## src/piw_pkg.sv

```systemverilog
package piw_pkg;
  // Source and vector counts
  localparam int unsigned NUM_SRC = 21;
  localparam int unsigned NUM_VEC = 10;
  localparam int unsigned VEC_IDX_W = 4;
  localparam int unsigned VADDR_W = 20;
  typedef logic [NUM_SRC-1:0] piw_src_t;
  typedef logic [NUM_VEC-1:0] piw_vec_t;
  typedef logic [VEC_IDX_W-1:0] piw_idx_t;

  // Priority levels, ordered so compare works
  typedef enum logic [1:0]
  {
    LVL_NONE = 2'h0,
    LVL_LOW = 2'h1,
    LVL_HIGH = 2'h2,
    LVL_TOP = 2'h3
  } piw_level_e;

  // Source bit positions
  localparam int unsigned SRC_CMP_TWO = 0;
  localparam int unsigned SRC_CMP_SEVEN = 1;
  localparam int unsigned SRC_CMP_THREE = 2;
  localparam int unsigned SRC_CMP_EIGHT = 3;
  localparam int unsigned SRC_EXT_B = 4;
  localparam int unsigned SRC_TMR0_LOW = 5;
  localparam int unsigned SRC_EXT_D = 6;
  localparam int unsigned SRC_EXT_C = 7;
  localparam int unsigned SRC_BASE = 8;
  localparam int unsigned SRC_TMR0_HIGH = 9;
  localparam int unsigned SRC_TMR1_LOW = 10;
  localparam int unsigned SRC_TMR1_HIGH = 11;
  localparam int unsigned SRC_URX = 12;
  localparam int unsigned SRC_SSP = 13;
  localparam int unsigned SRC_UTX = 14;
  localparam int unsigned SRC_ADC = 15;
  localparam int unsigned SRC_TMR_SIX = 16;
  localparam int unsigned SRC_TMR_SEVEN = 17;
  localparam int unsigned SRC_CMP_ONE_TO = 18;
  localparam int unsigned SRC_CMP_SIX = 19;
  localparam int unsigned SRC_SURGE = 20;

  // Vector addresses, index 0 is the smallest
  localparam logic [VADDR_W-1:0] VEC_ADDR [NUM_VEC] = '{
    20'h00003, 20'h0000b, 20'h00013, 20'h0001b, 20'h00023,
    20'h0002b, 20'h00033, 20'h0003b, 20'h00043, 20'h0004b
  };
  // Vectors that may use the top level instead of high
  localparam piw_vec_t VEC_TOP_CAPABLE = 10'h003;
  localparam piw_src_t SRC_HOLD_WAKE = 21'h000050;
  localparam piw_src_t SRC_ZERO = 21'h000000;
  localparam piw_vec_t VEC_ZERO = 10'h000;
  localparam logic [1:0] SEL_ZERO = 2'h0;
  // Nesting depth counter values
  localparam logic [2:0] STACK_EMPTY = 3'h0;
  localparam logic [2:0] STACK_ONE = 3'h1;
endpackage : piw_pkg

```

## src/piw_grant_if.sv

```systemverilog
`timescale 1ns/1ps
interface piw_grant_if;
  logic [piw_pkg::NUM_VEC-1:0] req;
  logic [piw_pkg::NUM_VEC-1:0] is_high;
  logic [1:0] cur_level;
  logic valid;
  logic [piw_pkg::VEC_IDX_W-1:0] idx;
  logic [1:0] level;
  modport ctl (output req, output is_high, output cur_level, input valid, input idx, input level);
  modport arb (input req, input is_high, input cur_level, output valid, output idx, output level);
endinterface : piw_grant_if

```

## src/piw_arbiter.sv

```systemverilog
`timescale 1ns/1ps
module piw_arbiter
(
  piw_grant_if.arb g
);
  logic [1:0] best_lvl;
  logic [piw_pkg::VEC_IDX_W-1:0] best_idx;
  logic [1:0] lvl;

  // Level of vector i as set by software
  function automatic logic [1:0] vec_level(input logic hi, input int unsigned i);
    logic [1:0] r;
    r = 2'(piw_pkg::LVL_LOW);
    if (hi)
      r = piw_pkg::VEC_TOP_CAPABLE[i] ? 2'(piw_pkg::LVL_TOP) : 2'(piw_pkg::LVL_HIGH);
    return r;
  endfunction : vec_level

  always_comb
  begin
    best_lvl = 2'(piw_pkg::LVL_NONE);
    best_idx = '0;
    lvl = '0;
    for (int unsigned i = 0; i < piw_pkg::NUM_VEC; i++)
    begin
      lvl = vec_level(g.is_high[i], i);
      if (g.req[i] && (lvl > best_lvl))
      begin
        best_lvl = lvl;
        best_idx = piw_pkg::VEC_IDX_W'(i);
      end
    end
  end

  assign g.valid = (best_lvl > g.cur_level);
  assign g.idx = best_idx;
  assign g.level = best_lvl;
endmodule : piw_arbiter

```

## src/piw_ctrl.sv

```systemverilog
// Function
// - Three nested levels; refuse requests not above the level in service.
// - Simultaneous requests: highest level granted first.
// - Equal level: smallest vector address wins.
// - Twenty-one sources merged onto ten vectors.
// - Vectors 03h and 0Bh carry comparator pairs, top or low level.
// - Vector 13h shares ext b, timer0 low, ext d; high or low.
// - 1Bh ext c/base timer, 23h timer0 high, 2Bh timer1; high or low.
// - 33h UART receive, 3Bh sync serial/UART transmit; high or low.
// - 43h shares ADC, timer six, timer seven, comparator one timeout.
// - 4Bh shares comparator six and surge detection; high or low.
// - Halt standby left on reset or any accepted request.
// - Full-stop standby wakes only on reset or ext b/d request.
`timescale 1ns/1ps
module piw_ctrl
(
  // Clock and reset
  input wire logic I_CLOCK,
  input wire logic I_ARST_N,
  input wire logic I_CLK_EN,
  // Source request levels, held by peripherals
  input wire logic [piw_pkg::NUM_SRC-1:0] I_SRC_REQ,
  input wire logic [piw_pkg::NUM_SRC-1:0] I_SRC_EN,
  // Per vector level select: 1 picks high or top, 0 low
  input wire logic [piw_pkg::NUM_VEC-1:0] I_VEC_HIGH,
  // Core handshake
  input wire logic I_GLOBAL_EN,
  input wire logic I_ACK,
  input wire logic I_RETI,
  input wire logic I_ENTER_HALT,
  input wire logic I_ENTER_HOLD,
  // Request to core
  output logic O_IRQ,
  output logic [piw_pkg::VADDR_W-1:0] O_VECTOR,
  output logic [1:0] O_LEVEL,
  output logic [1:0] O_CUR_LEVEL,
  // Standby state
  output logic O_HALTED,
  output logic O_HOLDING,
  output logic O_WAKE
);
  typedef enum logic [1:0]
  {
    ST_RUN = 2'h0,
    ST_HALT = 2'h1,
    ST_HOLD = 2'h2
  } piw_sb_e;

  piw_grant_if g();
  piw_sb_e sb_q;
  piw_sb_e sb_d;
  logic [piw_pkg::NUM_VEC-1:0] vec_req;
  logic [piw_pkg::NUM_SRC-1:0] act;
  logic [2:0] stack_q;
  logic [1:0] cur_q;
  logic [1:0] sav1_q;
  logic [1:0] sav2_q;
  logic irq_q;
  logic [piw_pkg::VADDR_W-1:0] vec_q;
  logic [1:0] lvl_q;
  logic wake_q;
  logic hold_wake;
  logic take;
  logic pop_ok;

  // Gathers grouped sources into one vector request
  function automatic logic any_of(input logic [piw_pkg::NUM_SRC-1:0] v,
                                  input logic [piw_pkg::NUM_SRC-1:0] m);
    return |(v & m);
  endfunction : any_of

  // Bit mask of one source
  function automatic logic [piw_pkg::NUM_SRC-1:0] sb(input int unsigned p);
    return piw_pkg::NUM_SRC'(1) << p;
  endfunction : sb

  assign act = I_SRC_REQ & I_SRC_EN;

  // Core took the pending request this cycle
  assign take = irq_q && I_ACK;
  // Return ignored on an empty stack
  assign pop_ok = I_RETI && (stack_q != piw_pkg::STACK_EMPTY);

  always_comb
  begin
    vec_req[0] = any_of(act, sb(piw_pkg::SRC_CMP_TWO) | sb(piw_pkg::SRC_CMP_SEVEN));
    vec_req[1] = any_of(act, sb(piw_pkg::SRC_CMP_THREE) | sb(piw_pkg::SRC_CMP_EIGHT));
    vec_req[2] = any_of(act, sb(piw_pkg::SRC_EXT_B) | sb(piw_pkg::SRC_TMR0_LOW)
                        | sb(piw_pkg::SRC_EXT_D));
    vec_req[3] = any_of(act, sb(piw_pkg::SRC_EXT_C) | sb(piw_pkg::SRC_BASE));
    vec_req[4] = any_of(act, sb(piw_pkg::SRC_TMR0_HIGH));
    vec_req[5] = any_of(act, sb(piw_pkg::SRC_TMR1_LOW) | sb(piw_pkg::SRC_TMR1_HIGH));
    vec_req[6] = any_of(act, sb(piw_pkg::SRC_URX));
    vec_req[7] = any_of(act, sb(piw_pkg::SRC_SSP) | sb(piw_pkg::SRC_UTX));
    vec_req[8] = any_of(act, sb(piw_pkg::SRC_ADC) | sb(piw_pkg::SRC_TMR_SIX)
                        | sb(piw_pkg::SRC_TMR_SEVEN) | sb(piw_pkg::SRC_CMP_ONE_TO));
    vec_req[9] = any_of(act, sb(piw_pkg::SRC_CMP_SIX) | sb(piw_pkg::SRC_SURGE));
  end

  assign g.req = vec_req;
  assign g.is_high = I_VEC_HIGH;
  assign g.cur_level = cur_q;

  piw_arbiter u_arb
  (
    .g(g)
  );

  // Registered request to core, retargets while unacknowledged
  always_ff @(posedge I_CLOCK or negedge I_ARST_N)
  begin
    if (!I_ARST_N)
    begin
      irq_q <= 1'b0;
      vec_q <= '0;
      lvl_q <= piw_pkg::SEL_ZERO;
    end
    else if (I_CLK_EN)
    begin
      irq_q <= g.valid && I_GLOBAL_EN && !take;
      if (g.valid)
      begin
        vec_q <= piw_pkg::VEC_ADDR[g.idx];
        lvl_q <= g.level;
      end
    end
  end

  // Nesting stack of in-service levels
  always_ff @(posedge I_CLOCK or negedge I_ARST_N)
  begin
    if (!I_ARST_N)
    begin
      stack_q <= piw_pkg::STACK_EMPTY;
      cur_q <= piw_pkg::SEL_ZERO;
      sav1_q <= piw_pkg::SEL_ZERO;
      sav2_q <= piw_pkg::SEL_ZERO;
    end
    else if (I_CLK_EN)
    begin
      if (take)
      begin
        sav2_q <= sav1_q;
        sav1_q <= cur_q;
        cur_q <= lvl_q;
        stack_q <= stack_q + piw_pkg::STACK_ONE;
      end
      else if (pop_ok)
      begin
        cur_q <= sav1_q;
        sav1_q <= sav2_q;
        sav2_q <= piw_pkg::SEL_ZERO;
        stack_q <= stack_q - piw_pkg::STACK_ONE;
      end
    end
  end

  // only ext b or d wake full stop
  assign hold_wake = any_of(act, piw_pkg::SRC_HOLD_WAKE);

  always_comb
  begin
    sb_d = sb_q;
    unique case (sb_q)
      ST_RUN:
      begin
        if (I_ENTER_HOLD)
          sb_d = ST_HOLD;
        else if (I_ENTER_HALT)
          sb_d = ST_HALT;
      end
      ST_HALT:
      begin
        if (g.valid)
          sb_d = ST_RUN;
      end
      ST_HOLD:
      begin
        if (hold_wake)
          sb_d = ST_RUN;
      end
      default:
        sb_d = ST_RUN;
    endcase
  end

  // reset pin or system reset releases standby
  always_ff @(posedge I_CLOCK or negedge I_ARST_N)
  begin
    if (!I_ARST_N)
    begin
      sb_q <= ST_RUN;
      wake_q <= 1'b0;
    end
    else if (I_CLK_EN)
    begin
      sb_q <= sb_d;
      wake_q <= (sb_q != ST_RUN) && (sb_d == ST_RUN);
    end
  end

  assign O_IRQ = irq_q;
  assign O_VECTOR = vec_q;
  assign O_LEVEL = lvl_q;
  assign O_CUR_LEVEL = cur_q;
  assign O_HALTED = (sb_q == ST_HALT);
  assign O_HOLDING = (sb_q == ST_HOLD);
  assign O_WAKE = wake_q;
endmodule : piw_ctrl

```

## config.mk

```make
export PLATFORM = sky130hd
export DESIGN_NAME = piw_ctrl
export DESIGN_NICKNAME = d
export VERILOG_FILES = /design/src/piw_pkg.sv /design/src/piw_grant_if.sv /design/src/piw_arbiter.sv /design/src/piw_ctrl.sv
export SDC_FILE = /design/constraint.sdc
export NUM_CORES = 1
export LEC_CHECK = 0
export ABC_AREA = 1
export BUFFER_PORTS_ARGS = -buffer_cell sky130_fd_sc_hd__buf_2
export CAP_MARGIN = 20
export CORE_MARGIN = 2
export CORE_UTILIZATION = 42
export CTS_CLUSTER_SIZE = 10
export DETAILED_ROUTE_END_ITERATION = 6
export PLACE_DENSITY = 0.82
export SYNTH_ARGS = -nofsm -noshare
export SYNTH_HDL_FRONTEND = slang
export SYNTH_SLANG_ARGS = --single-unit
```

## constraint.sdc

```tcl
create_clock -name I_CLOCK -period 1.7 [get_ports I_CLOCK]
set_clock_uncertainty 0.05 [all_clocks]
set_input_delay 0.085 -clock I_CLOCK [delete_from_list [all_inputs] [get_ports I_CLOCK]]
set_output_delay 0.085 -clock I_CLOCK [all_outputs]
set_load 0.01 [all_outputs]
```

==> results.cfg <==
[outcome]
status = finished, violations left
violations = setup timing

[global_routing]
grt_usage = 0.3918
grt_overflow_total = 0
grt_pass1_vias = 2990
grt_max_degree = 21
grt_first_pass_wirelength_mm = 14.92
antenna_found_initial = 0

[synth]
synth_xor_area_frac = 0.009472
synth.avg_cell_area_sq_um = 6.952
synth_simple_gate_area_frac = 0.2828
synth_top_family_by_area = simple AND/OR/NAND/NOR gates
syn_inst = 266
ys_seq_area_frac = 0.2706
ys_ff_latch = 20
synth_compound_area_frac = 0.1725
ys_types = 39
synth.area.mux_share = 0.006089
synth_adder_area_share = 0.09202
yosysWarnings = 0
synthesis.area_sq_um = 1849

[hold_path]
hp-start = I_GLOBAL_EN
hp-class = in2reg

[sta]
layout_setup_ws_ns = -7.902
slew-limit-headroom = 0.6622
timing.final.crit_share = 5.648
setup_viol = 10
slew_violations = 0
final.min_clock_period_ns = 9.602
worst_pin_slew_ns = 0.5066
rsz0062_at_grt = yes
finalSetupTns_ns = -77.75
finalHoldViolCount = 0
max_freq_mhz = 104.1

[pwr]
leakage_nw = 2.141
p_seq_frac = 0.187
ir_drop_mv = 0.8626
combPwrFrac = 0.703
sw_frac_of_total = 0.4474
pwr-share-clk = 0.111
power.total_w = 0.004589
power_density_nw_per_um2 = 1151
switching_power_w = 0.002053
p_int_w = 0.002536

[clock_tree]
htree_num_levels = 1
numCtsBuffers = 3
cts_num_sinks = 20
cts_tree = done
cts_buffer_depth = 2
cts_root_buffer = clkbuf_8
clock_latency_ns = 0.28
path_clk_slew_ns = 0.10

[place]
routabilityCongestion = 0.8223
dpl_worst_slack_ns = -7.561
place_hpwl_mm = 3.675
numPortBuffers = 73

[critical_path]
required_ns = 1.83
critPathMaxFanout = 4
startpoint_type = input pin
reg2reg_from = O_CUR_LEVEL[1]
crit_path_end_kind = register
max_stage_delay_ns = 0.30
slowest_stage = a211oi_2
worstSetupStartpoint = I_SRC_EN[1]
path_class = in2reg
crit_arrival_ns = 9.74

[detailed_routing]
routed_wirelength_mm = 11.65
vias = 3179
ant_nets = 0
first_pass_iters = 5
drt_iter0_drc = 436
wire_per_inst_um = 21.03
remaining_drc_errors = 0
vias_per_cell = 5.738

[floorplan]
die_area_sq_um = 4950
die_y_um = 70.36
start_util = 0.4307
ios = 88
coreArea_sq_um = 4294
die_width_um = 70.36
fp-row-count = 24

[job]
drv_cap = 0

[finish]
syn2layout_area_growth_pct = 115.7
final_net_count = 576
nFillCells = 152
drive_gt1_frac = 0.6633
diodes = 0
## path summary, 6_finish.rpt
path	endpoint	slack (ns)	depth (start not counted)
min reg2reg	O_WAKE	0.45	1
max	O_VECTOR[4]	-7.90	75
max reg2reg	O_VECTOR[4]	-0.27	10
min	O_IRQ	0.05	2
min in group asynchronous	O_VECTOR[6]	0.26	2
max in group asynchronous	O_LEVEL[1]	0.99	2
## flip-flops by register name, summed over array words and instances, names as in the netlist
name         cells
stack_q          3
O_LEVEL          2
O_WAKE           1
sav2_q           2
sb_q             2
O_VECTOR         5
sav1_q           2
O_CUR_LEVEL      2
O_IRQ            1
## power groups by stage
stage	clock [W]	sequential [W]	combinational [W]
2_1_floorplan	0	0.000838	0.000980
6_report	0.000509	0.000856	0.00322
4_1_cts	0.000480	0.000793	0.00217
5_1_grt	0.000529	0.000864	0.00333
3_3_place_gp	0	0.000800	0.00159
3_5_place_dp	0	0.000804	0.00167
## area by class of cell
cell class	instances	area, sq um	area share
Clock inverter	1	30.03	0.007528
Timing Repair Buffer	235	1628	0.4081
Sequential cell	20	500.5	0.1255
Clock buffer	3	41.29	0.01035
Multi-Input combinational cell	193	1534	0.3846
Inverter	50	190.2	0.04768
Tap cell	52	65.06	0.01631
## cell usage in the layout (no fill, tap or decap), drive strengths merged, types with 3 or more instances in the layout
cell | synthesis | layout
buf | 15 | 234
conb | 1 | 14
a21oi | 8 | 8
o211ai | 4 | 4
o22ai | 5 | 5
or2 | 5 | 5
o21ai | 14 | 14
nand2 | 68 | 68
clkbuf | 1 | 3
ha | 12 | 12
nor2 | 26 | 26
nand3 | 16 | 16
dfrtp | 20 | 20
o31ai | 4 | 4
inv | 50 | 50
nand4 | 3 | 3
## worst max-delay path: cells and delay by family
kind | cells | cell delay (ns)
simple gates | 41 | 4.58
fa+ha+maj | 10 | 2.42
compound gates | 11 | 1.83
buf+inv | 13 | 0.80
## through the flow
step                hold slack (ns)  area (sq um)    util  std cells
detailed placement         0.003808          2743  0.6387        442
CTS                         0.03547          3631  0.8456        543
floorplan                   -0.2606          2023       -        279
finish                      0.05058          3989  0.9289        554
global placement          -0.005881          2743  0.6387        442
global route                0.03681          3989  0.9289        554
## metal layers
layer	share of wire	global-route usage
met3	0.11	0.05772
met2	0.45	0.6751
met5	0	0
met1	0.32	0.4190
met4	0.11	0.3205
## logic make-up after synthesis
group           count (synthesis)
fa+ha+maj                      13
flops                          20
xor+xnor                        2
compound gates                 45
mux                             1
simple gates                  118
buf+inv                        66
other cells                     1
## repair_timing
item / CTS / global route
setup buffers: 96 / 12
endpoints found under the hold margin: 20 / 0
hold buffers: 1 / 0
resized for setup: 24 / 65
pin swaps: 25 / 51
setup endpoints to repair: 10 / 10
## cells in the mapped netlist
library cell	number	share of area
or2_2	3	0.010
a32o_1	2	0.011
nand2_1	64	0.13
clkbuf_1	1	0.0020
inv_1	50	0.10
a22oi_1	2	0.0081
o31ai_1	2	0.0081
nor2_1	24	0.049
mux2_2	1	0.0061
a2bb2oi_1	1	0.0047
conb_1	1	0.0020
a21boi_0	1	0.0041
dfrtp_1	20	0.27
xor2_1	1	0.0047
xnor2_1	1	0.0047
a211oi_1	1	0.0041
o21ai_1	1	0.0027
a22o_1	2	0.0095
nand2_2	4	0.014
or2_4	1	0.0047
o22ai_1	5	0.017
o21a_1	1	0.0041
nand3_1	14	0.038
nor2_4	1	0.0061
nor2_2	1	0.0034
o31ai_4	1	0.012
o211ai_1	4	0.016
nand4_1	3	0.010
a21oi_1	7	0.019
or2_0	1	0.0034
nand3_4	1	0.0095
o21ai_2	1	0.0047
o21ai_0	12	0.032
o31ai_2	1	0.0068
a21oi_4	1	0.0088
buf_4	15	0.061
fa_1	1	0.011
ha_1	12	0.081
nand3_2	1	0.0054
Power figures use the tool's default switching activity.
